`config.mk`:
```
export PLATFORM = sky130hd
export DESIGN_NAME = bay_controller
export DESIGN_NICKNAME = d
export VERILOG_FILES = /design/src/inc/bay_ctrl_pkg.sv /design/src/hw/bay_controller.sv
export SDC_FILE = /design/constraint.sdc
export NUM_CORES = 1
export LEC_CHECK = 0
export BUFFER_PORTS_ARGS = -buffer_cell sky130_fd_sc_hd__buf_2
export CORE_UTILIZATION = 53
export DETAILED_ROUTE_END_ITERATION = 16
export PLACE_DENSITY = 0.88
export SETUP_SLACK_MARGIN = 0.05
export SYNTH_ARGS = -nofsm -noshare
export SYNTH_HDL_FRONTEND = slang
export SYNTH_SLANG_ARGS = --single-unit
```
`constraint.sdc`:
```
create_clock -name i_clk -period 5.9 [get_ports i_clk]
set_clock_uncertainty 0.1 [all_clocks]
set_input_delay 0.295 -clock i_clk [delete_from_list [all_inputs] [get_ports i_clk]]
set_output_delay 0.295 -clock i_clk [all_outputs]
set_load 0.01 [all_outputs]
```
`src/inc/bay_ctrl_pkg.sv`:
```
// package: register indices, field positions, timing and state types of the bay controller
package bay_ctrl_pkg;
    localparam int NUM_BAYS = 2;

    // printed register indices; byte address is four times the index
    localparam logic [9:0] IDX_MAKER      = 10'h000;
    localparam logic [9:0] IDX_REV        = 10'h004;
    localparam logic [9:0] IDX_SUBMAKER   = 10'h008;
    localparam logic [9:0] IDX_SUBCODE    = 10'h00a;
    localparam logic [9:0] IDX_CAP        = 10'h00c;
    localparam logic [9:0] IDX_BAY_STAT   = 10'h010;
    localparam logic [9:0] IDX_BAY_CTRL   = 10'h014;
    localparam logic [9:0] IDX_BAY_STRIDE = 10'h008;
    localparam logic [9:0] IDX_IRQ_STS    = 10'h080;
    localparam logic [9:0] IDX_IRQ_EN     = 10'h081;
    localparam logic [9:0] IDX_IRQ_CLR    = 10'h082;

    // bay control fields
    localparam int CTL_INTERLOCK = 0;
    localparam int CTL_POWER     = 1;
    localparam int CTL_PULSE     = 2;
    // bay status fields
    localparam int STS_REMOVAL   = 0;
    localparam int STS_LOCK      = 7;
    localparam int STS_FF_LSB    = 8;
    // capability fields
    localparam int CAP_BAYCNT_LSB = 0;
    localparam int CAP_SECLOCK    = 4;
    localparam int CAP_DEB_LSB    = 8;

    localparam logic [31:0] RESET_WORD = 32'h0000_0000;

    // interlock pulse width
    localparam int CLK_MHZ        = 40;
    localparam int PULSE_NS       = 10000;
    localparam int PULSE_CYC_INT  = (PULSE_NS * CLK_MHZ + 999) / 1000;
    localparam logic [8:0] PULSE_CYC = 9'(PULSE_CYC_INT);

    typedef enum logic [3:0] {
        PH_IDLE  = 4'b0001,
        PH_WRITE = 4'b0010,
        PH_RWAIT = 4'b0100,
        PH_RDONE = 4'b1000
    } phase_t;

    typedef struct packed {
        logic                       hit;
        logic                       is_ctrl;
        logic [0:0]                 bay;
    } bay_dec_t;

    typedef struct packed {
        phase_t                     ph;
        logic [9:0]                 ph_idx;
        logic [31:0]                rdata;
        logic [NUM_BAYS-1:0]        il_ctrl;
        logic [NUM_BAYS-1:0]        pwr_ctrl;
        logic [NUM_BAYS-1:0]        pulse_mode;
        logic [NUM_BAYS-1:0][8:0]   pulse_cnt;
        logic [NUM_BAYS-1:0]        rem_s1;
        logic [NUM_BAYS-1:0]        rem_s2;
        logic [NUM_BAYS-1:0]        lock_s1;
        logic [NUM_BAYS-1:0]        lock_s2;
        logic [NUM_BAYS-1:0]        rem_prev;
        logic [NUM_BAYS-1:0]        lock_prev;
        logic [NUM_BAYS-1:0]        il_out;
        logic [NUM_BAYS-1:0]        pwr_out;
        logic [2*NUM_BAYS-1:0]      irq_sts;
        logic [2*NUM_BAYS-1:0]      irq_en;
        logic                       irq;
    } state_t;
endpackage

```
`src/hw/bay_controller.sv`:
```
// bay controller register bank with ahb-lite slave, bay pin logic and interrupt
//
// The implementer's own choice: the AHB-Lite interface to the registers.
`timescale 1ns/10ps

module bay_controller #(
    parameter logic [15:0] MAKER_CODE    = 16'h1a2b, // arbitrary value
    parameter logic [7:0]  REVISION      = 8'h01,    // arbitrary value
    parameter logic [15:0] SUBMAKER_CODE = 16'h3c4d, // arbitrary value
    parameter logic [15:0] SUB_CODE      = 16'h0001, // arbitrary value
    parameter logic [3:0]  DEB_TIME      = 4'h1,
    parameter logic        SECLOCK_FIT   = 1'b1,
    parameter logic [2:0]  FORM_FACTOR   = 3'h0,
    parameter logic        IL_POL        = 1'b1,
    parameter logic        PWR_POL       = 1'b1,
    parameter logic        REM_POL       = 1'b0,
    parameter logic        LOCK_POL      = 1'b1
) (
    input  wire logic                              i_clk,
    input  wire logic                              i_rst_n,
    input  wire logic                              i_ce,
    input  wire logic                              i_hsel,
    input  wire logic [31:0]                       i_haddr,
    input  wire logic [1:0]                        i_htrans,
    input  wire logic                              i_hwrite,
    input  wire logic [2:0]                        i_hsize,
    input  wire logic [31:0]                       i_hwdata,
    input  wire logic                              i_hready,
    output logic [31:0]                            o_hrdata,
    output logic                                   o_hreadyout,
    output logic                                   o_hresp,
    input  wire logic [bay_ctrl_pkg::NUM_BAYS-1:0] i_removal_button_in,
    input  wire logic [bay_ctrl_pkg::NUM_BAYS-1:0] i_physical_lock_sense,
    output logic [bay_ctrl_pkg::NUM_BAYS-1:0]      o_interlock,
    output logic [bay_ctrl_pkg::NUM_BAYS-1:0]      o_bay_power_switch_out,
    output logic                                   o_irq
);
    localparam int NB = bay_ctrl_pkg::NUM_BAYS;

    bay_ctrl_pkg::state_t st_reg;
    bay_ctrl_pkg::state_t st_next;
    logic                 addr_take;
    logic [NB-1:0]        rem_act;
    logic [NB-1:0]        lock_act;
    logic [NB-1:0]        rem_event;
    logic [NB-1:0]        lock_event;
    logic [2*NB-1:0]      irq_set;
    logic [2*NB-1:0]      irq_clr;

    // per-bay register decode, shared by the read and write paths
    function automatic bay_ctrl_pkg::bay_dec_t bay_decode(input logic [9:0] idx);
        bay_ctrl_pkg::bay_dec_t d;
        logic [9:0]             rel;
        d   = '0;
        rel = idx - bay_ctrl_pkg::IDX_BAY_STAT;
        if (idx >= bay_ctrl_pkg::IDX_BAY_STAT && (rel[2:0] == 3'h0 || rel[2:0] == 3'h4)
            && 32'(rel[9:3]) < NB) begin
            d.hit     = 1'b1;
            d.is_ctrl = rel[2];
            d.bay     = rel[3:3];
        end
        return d;
    endfunction

    // read mux; anything not decoded returns zero
    function automatic logic [31:0] read_word(input logic [9:0] idx, input bay_ctrl_pkg::state_t s,
                                              input logic [NB-1:0] rem_l, input logic [NB-1:0] lock_l);
        logic [31:0]            w;
        bay_ctrl_pkg::bay_dec_t d;
        w = bay_ctrl_pkg::RESET_WORD;
        d = bay_decode(idx);
        if (idx == bay_ctrl_pkg::IDX_MAKER) begin
            w[15:0] = MAKER_CODE;
        end else if (idx == bay_ctrl_pkg::IDX_REV) begin
            w[7:0] = REVISION;
        end else if (idx == bay_ctrl_pkg::IDX_SUBMAKER) begin
            w[15:0] = SUBMAKER_CODE;
        end else if (idx == bay_ctrl_pkg::IDX_SUBCODE) begin
            w[15:0] = SUB_CODE;
        end else if (idx == bay_ctrl_pkg::IDX_CAP) begin
            w[bay_ctrl_pkg::CAP_BAYCNT_LSB +: 4] = 4'(NB);
            w[bay_ctrl_pkg::CAP_SECLOCK]         = SECLOCK_FIT;
            w[bay_ctrl_pkg::CAP_DEB_LSB +: 4]    = DEB_TIME;
        end else if (d.hit && !d.is_ctrl) begin
            w[bay_ctrl_pkg::STS_REMOVAL]      = rem_l[d.bay];
            w[bay_ctrl_pkg::STS_LOCK]         = SECLOCK_FIT & lock_l[d.bay];
            w[bay_ctrl_pkg::STS_FF_LSB +: 3]  = FORM_FACTOR;
        end else if (d.hit) begin
            w[bay_ctrl_pkg::CTL_INTERLOCK] = s.il_ctrl[d.bay];
            w[bay_ctrl_pkg::CTL_POWER]     = s.pwr_ctrl[d.bay];
            w[bay_ctrl_pkg::CTL_PULSE]     = s.pulse_mode[d.bay];
        end else if (idx == bay_ctrl_pkg::IDX_IRQ_STS) begin
            w[2*NB-1:0] = s.irq_sts;
        end else if (idx == bay_ctrl_pkg::IDX_IRQ_EN) begin
            w[2*NB-1:0] = s.irq_en;
        end
        return w;
    endfunction

    // pins after the second synchroniser stage, normalised to active high
    assign rem_act    = st_reg.rem_s2 ^ {NB{~REM_POL}};
    assign lock_act   = st_reg.lock_s2 ^ {NB{~LOCK_POL}};
    assign rem_event  = rem_act & ~st_reg.rem_prev;
    assign lock_event = lock_act ^ st_reg.lock_prev;
    assign irq_set    = {lock_event, rem_event};

    // bus handshake; reads take one wait state so read data comes from a flop
    assign addr_take   = i_hsel & i_htrans[1] & i_hready & i_ce;
    assign o_hreadyout = i_ce & (st_reg.ph != bay_ctrl_pkg::PH_RWAIT);
    assign o_hresp     = 1'b0;
    assign o_hrdata    = st_reg.rdata;
    assign irq_clr     = (st_reg.ph == bay_ctrl_pkg::PH_WRITE && st_reg.ph_idx == bay_ctrl_pkg::IDX_IRQ_CLR)
                         ? i_hwdata[2*NB-1:0] : '0;
    assign o_interlock            = st_reg.il_out;
    assign o_bay_power_switch_out = st_reg.pwr_out;
    assign o_irq                  = st_reg.irq;

    // next-state logic for the whole block
    always_comb begin
        bay_ctrl_pkg::bay_dec_t wd;
        logic [NB-1:0]          il_level;
        wd       = bay_decode(st_reg.ph_idx);
        il_level = '0;
        st_next  = st_reg;

        // synchronisers: first stage feeds only the second
        st_next.rem_s1    = i_removal_button_in;
        st_next.rem_s2    = st_reg.rem_s1;
        st_next.lock_s1   = i_physical_lock_sense;
        st_next.lock_s2   = st_reg.lock_s1;
        st_next.rem_prev  = rem_act;
        st_next.lock_prev = lock_act;

        // bus phase tracking
        case (st_reg.ph)
            bay_ctrl_pkg::PH_RWAIT: begin
                st_next.rdata = read_word(st_reg.ph_idx, st_reg, rem_act, lock_act);
                st_next.ph    = bay_ctrl_pkg::PH_RDONE;
            end
            default: begin
                st_next.ph = bay_ctrl_pkg::PH_IDLE;
                if (addr_take) begin
                    st_next.ph_idx = i_haddr[11:2];
                    st_next.ph     = i_hwrite ? bay_ctrl_pkg::PH_WRITE : bay_ctrl_pkg::PH_RWAIT;
                end
            end
        endcase

        // register writes; identity and capability words have no write path
        if (st_reg.ph == bay_ctrl_pkg::PH_WRITE) begin
            if (wd.hit && wd.is_ctrl) begin
                st_next.il_ctrl[wd.bay]    = i_hwdata[bay_ctrl_pkg::CTL_INTERLOCK];
                st_next.pwr_ctrl[wd.bay]   = i_hwdata[bay_ctrl_pkg::CTL_POWER];
                st_next.pulse_mode[wd.bay] = i_hwdata[bay_ctrl_pkg::CTL_PULSE];
            end else if (st_reg.ph_idx == bay_ctrl_pkg::IDX_IRQ_EN) begin
                st_next.irq_en = i_hwdata[2*NB-1:0];
            end
        end

        // interrupt status: a new event wins over a clear in the same cycle
        st_next.irq_sts = (st_reg.irq_sts & ~irq_clr) | irq_set;
        st_next.irq     = |(st_reg.irq_sts & st_reg.irq_en);

        // per-bay pin drivers
        for (int k = 0; k < NB; k++) begin
            if (st_reg.il_ctrl[k] && !st_next.il_ctrl[k]) begin
                st_next.pulse_cnt[k] = bay_ctrl_pkg::PULSE_CYC;
            end else if (st_reg.pulse_cnt[k] != 9'h000) begin
                st_next.pulse_cnt[k] = st_reg.pulse_cnt[k] - 9'h001;
            end
            il_level[k]        = st_reg.pulse_mode[k] ? (st_reg.pulse_cnt[k] != 9'h000) : st_reg.il_ctrl[k];
            st_next.il_out[k]  = il_level[k] ^ ~IL_POL;
            st_next.pwr_out[k] = st_reg.pwr_ctrl[k] ^ ~PWR_POL;
        end
    end

    // single state register, frozen while the clock enable is low
    always_ff @(posedge i_clk or negedge i_rst_n) begin
        if (!i_rst_n) begin
            st_reg         <= '0;
            st_reg.ph      <= bay_ctrl_pkg::PH_IDLE;
            // synchronisers start at the idle pin level so no false event follows reset
            st_reg.rem_s1  <= {NB{~REM_POL}};
            st_reg.rem_s2  <= {NB{~REM_POL}};
            st_reg.lock_s1 <= {NB{~LOCK_POL}};
            st_reg.lock_s2 <= {NB{~LOCK_POL}};
            st_reg.il_out  <= {NB{~IL_POL}};
            st_reg.pwr_out <= {NB{~PWR_POL}};
        end else if (i_ce) begin
            st_reg <= st_next;
        end
    end
endmodule // bay_controller

```
# Word level (Yosys, flattened, before mapping)
# Index checks and enable logic that the tools add are counted.
op_classes:
  add_sub_neg: 3
  mux: 46
  n_div: 0
  n_mul: 0
  bitwise: 14
  reduce_logical: 25
  n_shift: 0
  n_eq_ne: 11
  order_cmp: 5
op_table:
  columns: ["operator", "count"]
  rows:
  - ["9-bit 2-to-1 mux", 4]
  - ["10-bit by 4-bit equality test with 1-bit output (second input constant)", 3]
  - ["10-bit by 8-bit equality test with 1-bit output (second input constant)", 3]
  - ["4-bit 2-to-1 mux", 6]
  - ["1-bit 2-to-1 mux", 19]
  - ["9-bit nonzero test", 2]
  - ["9-bit by 1-bit subtractor with 9-bit output (second input constant)", 2]
  - ["16-bit 2-to-1 mux", 1]
  - ["8-bit 2-to-1 mux", 2]
  - ["3-bit 2-to-1 mux", 5]
  - ["14-bit 2-to-1 mux", 1]
  - ["13-bit 2-to-1 mux", 1]
  - ["6-bit 2-to-1 mux", 2]
  - ["10-bit by 3-bit equality test with 1-bit output (second input constant)", 1]
  - ["10-bit by 5-bit >= comparator with 1-bit output (second input constant)", 1]
  - ["10-bit zero test", 1]
  - ["10-bit by 5-bit subtractor with 10-bit output (second input constant)", 1]
  - ["4-bit AND", 2]
  - ["1-bit logical AND", 8]
  - ["7-bit by 2-bit < comparator with 1-bit output (second input constant)", 1]
  - ["2-bit bitwise mux", 3]
  - ["2-bit AND reduction", 3]
  - ["3-bit AND reduction", 2]
  - ["5-bit 2-to-1 mux", 1]
  - ["20 further kinds", 29]
totals:
  rom_bits: 0
  mem_count: 0
  ramBits: 0
  regBits: 79
  out_inout_bits: 39
  latchBits: 0
  elab_cells: 123

# Depth between registers and ports, before layout
logic_depth:
  word_depth: 17
  ltp_mapped: 7

# Worst setup path before layout
# OpenSTA, ideal clock, no wires.
synth_timing:
  path_type: "reg-to-reg"
  startpoint: "register st_reg[81] (netlist bit)"
  endpoint: "register with a tool-made name"
  required_time_ps: 5675
  setup_ps: 125
  slack_ps: 3952
  stages_incl_launch_ff: 7
  path_buffers: 2
  t_arrival_ps: 1723
  synth_period_minus_slack_ps: 1948
  cell_sequence: "dfrtp_1 buf_2 nor4_1 buf_4 nand3_1 nor2_1 mux2_2"
synth_lines:
  columns: ["item", "line", "text"]
  rows:
  - ["start: declaration", "bay_controller.sv:40", "bay_ctrl_pkg::state_t st_reg;"]
  - ["start signal: assignment", "bay_controller.sv:190", "st_reg <= st_next;"]

# Worst setup path after layout
layout_timing:
  startpoint: "input port i_ce"
  endpoint: "register st_reg[85] (netlist bit)"
layout_via:
  elab_chain_cells: 2
layout_lines:
  columns: ["item", "line", "text"]
  rows:
  - ["start: declaration", "bay_controller.sv:21", "input wire logic i_ce,"]
  - ["1-bit AND", "bay_controller.sv:108", "assign addr_take = i_hsel & i_htrans[1] & i_hready & i_ce;"]
  - ["3-bit AND reduction (no source line) (*)", null, null]
# Mark *: on every way between the ends. The rest lies on a longest branch, timed or not.
# A chain may end at the register's enable or synchronous reset.

==> summary.txt <==
Drt
  – Routed wire length: 7470 um
  – Detail-routed via count per cell: 5.798
  – Per-cell routed wire length: 15.69 um
  – Drt initial violations: 155
  – Number of iterations in the first detailed-routing pass: 5
  – Via count: 2760
  – Number of DRC violations after detailed routing: 0
  – ANT nets after route: 0

Critical path
  – Beginning of the worst register-to-register path: st_reg[84]
  – Register-to-Register Path Depth: 4
  – Worst setup slack for register-to-register paths: 3.36 ns
  – Crit path DAT: 2.93 ns
  – Max incr delay on CP: 0.71 ns
  – Crit path capture type: register
  – Family with the most delay on the worst path: buffers and inverters
  – Category of the critical setup timing path: in2reg
  – Critical Path Source Type: input pin
  – End of the worst register-to-register path: st_reg[3]
  – Largest fanout of any net on the critical path: 40
  – Crit. Startpoint: i_ce
  – Critical Path, Cell by Cell: buf_2 -> clkinv_1 -> nor2_1 -> nand4_1 -> mux2_2
  – Required @ worst endpoint: 6.04 ns
  – End point of the critical path: st_reg[85]
  – CP max stage cell: sky130_fd_sc_hd__clkinv_1
  – CP bufs+invs: 2
  – CP Depth: 5

Clock network
  – TritonCTS clock tree: built
  – Clock transition at the register clock pins on the worst setup and hold paths after CTS: 0.08 ns
  – H-tree depth: 3
  – Clock tree sinks: 72
  – Count of instances resized after the clock tree is built: 0
  – Clk Tree Root Cell: sky130_fd_sc_hd__clkbuf_8
  – Worst-Skew Late Latency: 0.35 ns
  – Largest buffer count on any clock path: 2
  – CTS hold repair buffers: 0
  – Clock buffers created by TritonCTS: 9
  – Post-CTS Repair Setup Buffers: 0

Layout
  – Antenna diodes: 0
  – Fraction of final layout cells sized beyond drive strength 1: 0.2789
  – # fillers: 574
  – Nets: 456
  – Area added between synthesis and finish: 7.252%
  – Flip-flop count of the largest register, all copies and words added: 48
  – Post-route cell area: 4126 um^2

GRT
  – Number of antenna violations at the first check in global routing: 0
  – Number of global-route vias before repair: 2664
  – Layer with the highest usage: met2
  – Met2 Track Usage GR: 0.3601
  – M3 GR Usage: 0.03412
  – Wire length of the first global-routing pass: 12800 um
  – Global routing usage summed across all routing layers: 0.2207
  – Remaining global-route overflow: 0
  – Pin count of the biggest net entering global routing: 73
  – Met1 Use GR: 0.2920

Synthesis
  – Number of flip-flops and latches in the synthesized netlist: 72
  – List of most frequent post-synthesis cells: sky130_fd_sc_hd__dfrtp_1, sky130_fd_sc_hd__buf_4, sky130_fd_sc_hd__mux2_2
  – Mean instance size in the synthesized netlist: 10.96 um^2
  – Leading register cell type out of synthesis: sky130_fd_sc_hd__dfrtp_1
  – Proportion of netlist area held by the largest area contributor: 0.4358
  – Gate count of the mapped netlist: 351
  – Synthesized area: 3847 um^2
  – Top area cells in the synthesized netlist: sky130_fd_sc_hd__dfrtp_1, sky130_fd_sc_hd__mux2_2, sky130_fd_sc_hd__buf_4
  – Synth Warn #: 0
  – Async set or reset register ratio after synthesis: 1.000
  – Post-synthesis cell type count: 60
  – Yosys top cell by area: sky130_fd_sc_hd__dfrtp_1
  – Most frequently used cell type in the post-synthesis netlist: sky130_fd_sc_hd__dfrtp_1
  – Number of enable-type register cells in the synthesized netlist: 0
  – Post-synthesis sequential area ratio: 0.4699

Worst hold path
  – Type of the worst min-delay path: in2async

STA
  – Fmax: 358.6 MHz
  – Final Hold Fails: 0
  – Worst Tran Pin Value: 0.8849 ns
  – Final period demand of the worst path: 2.788 ns
  – Setup-violating endpoint count in the final report: 0
  – Setup repair after global routing missed its margin: no
  – Worst-case headroom to the max-slew limit: 0.4101
  – Setup TNS: 0 ns
  – Share of the cycle needed by the critical path after routing: 0.4726
  – Number of slew-limit violations in the final report: 0

Die
  – Die ar.: 7604 um^2
  – Row count: 30
  – Overall die height: 87.20 um
  – Effective utilization at floorplan: 0.5571
  – Core outline area: 6907 um^2
  – Boundary Pins: 118
  – Die X-Extent: 87.20 um

Power
  – P_sw: 0.4222 mW
  – VDD IR max: 128.8 uV
  – Switching Fraction: 0.3166
  – Post-layout power: 1.334 mW
  – Internal Dissipation: 0.9116 mW
  – Part of the total power dissipated in sequential elements: 0.517
  – Combinational group share of total power: 0.204
  – Clock network fraction of total power: 0.279
  – Total power per unit cell area: 323.2 nW/um^2
  – Cell leakage power: 1.832 nW

Placement
  – Port Buffer Count: 44
  – Area post-placement: 3934 um^2
  – HPWL Detailed: 5361 um
  – Routability Congestion: 0.8831

Outcome
  – Result of the run: finished, final reports clean

Job
  – Count of max-cap constraint violations: 0
## worst min-delay path by stage
stage                     startpoint                    endpoint  slack, ns  cells past startpoint
after floorplan              i_rst_n  asynchronous set/reset pin      -0.10                      0
after global placement    st_reg[16]                   st_reg[6]       0.34                      1
after detailed placement  st_reg[15]                   st_reg[5]       0.35                      1
after CTS                   i_hwrite                  st_reg[93]       0.03                      2
after global routing        i_hwrite                  st_reg[93]       0.05                      2
final                        i_rst_n                  st_reg[88]       0.04                      2
## layout make-up
class	instances	area, um^2	share of cell area
Clock buffer	13	168.9	0.04093
Tap cell	96	120.1	0.02911
Timing Repair Buffer	46	235.2	0.05700
Multi-Input combinational cell	232	1718	0.4163
Clock inverter	3	23.77	0.005761
Inverter	14	52.55	0.01273
Sequential cell	72	1808	0.4381
## cell usage in the layout (no fill, tap or decap), types with 3 or more instances in the layout
| cell | n |
|---|---|
| sky130_fd_sc_hd__nor2_1 | 8 |
| sky130_fd_sc_hd__o2bb2ai_1 | 4 |
| sky130_fd_sc_hd__conb_1 | 19 |
| sky130_fd_sc_hd__nand4_1 | 6 |
| sky130_fd_sc_hd__o21bai_1 | 6 |
| sky130_fd_sc_hd__nor4b_1 | 3 |
| sky130_fd_sc_hd__dfrtp_1 | 67 |
| sky130_fd_sc_hd__inv_1 | 13 |
| sky130_fd_sc_hd__nand2b_1 | 7 |
| sky130_fd_sc_hd__a21oi_1 | 7 |
| sky130_fd_sc_hd__mux2i_1 | 13 |
| sky130_fd_sc_hd__or3_1 | 4 |
| sky130_fd_sc_hd__mux2_2 | 31 |
| sky130_fd_sc_hd__o41ai_1 | 4 |
| sky130_fd_sc_hd__o21ai_0 | 26 |
| sky130_fd_sc_hd__a21o_1 | 5 |
| sky130_fd_sc_hd__nand2_1 | 17 |
| sky130_fd_sc_hd__buf_2 | 44 |
| sky130_fd_sc_hd__dfstp_2 | 5 |
| sky130_fd_sc_hd__clkbuf_8 | 12 |
| sky130_fd_sc_hd__o31ai_1 | 6 |
| sky130_fd_sc_hd__nor4_1 | 5 |
| sky130_fd_sc_hd__nand3_1 | 9 |
| sky130_fd_sc_hd__nor3_1 | 4 |
## cells by family (layout without fill, tap and decap cells)
kind of cell               after synthesis  after routing  share of synthesized area
AOI/OAI and AO/OA                       80             80                     0.1411
xor gates and xnor gates                 2              2                   0.004554
adders and majority gates                2              2                   0.006503
buffers and inverters                   65             76                     0.1011
DFF                                     72             72                     0.4699
muxes                                   47             47                     0.1363
other                                    1             19                  0.0009747
and+or+nand+nor                         82             82                     0.1395
## per-stage QoR
step | utilization | hold WS [ns] | worst slack [ns] | std cells
after floorplan | - | -0.1006 | 3.952 | 369
after global placement | 0.5696 | 0.3424 | 2.877 | 460
after detailed placement | 0.5696 | 0.3495 | 2.768 | 460
after CTS | 0.5975 | 0.03254 | 3.141 | 476
after global routing | 0.5975 | 0.04899 | 2.836 | 476
final | 0.5975 | 0.03539 | 3.112 | 476
## worst register-to-register path, delay by kind of cell, from the launching register on
kind          cells  cell delay (ns)
mux               1             0.39
simple gates      3             1.32
flops             1             0.62
## power by group through the flow
stage / Combinational, mW / Clock (mW) / Sequential (mW)
6_report: 0.272 / 0.372 / 0.690
5_1_grt: 0.305 / 0.398 / 0.705
4_1_cts: 0.274 / 0.380 / 0.687
3_5_place_dp: 0.273 / 0 / 0.696
3_3_place_gp: 0.258 / 0 / 0.687
2_1_floorplan: 0.249 / 0 / 0.652
## routing by layer
layer	up-vias	routed length [um]
met2	101	3593
li1	1284	-
met4	0	153
met5	-	0
met3	15	363
met1	1360	3361
Note: power is estimated with default switching activity, not from simulation.
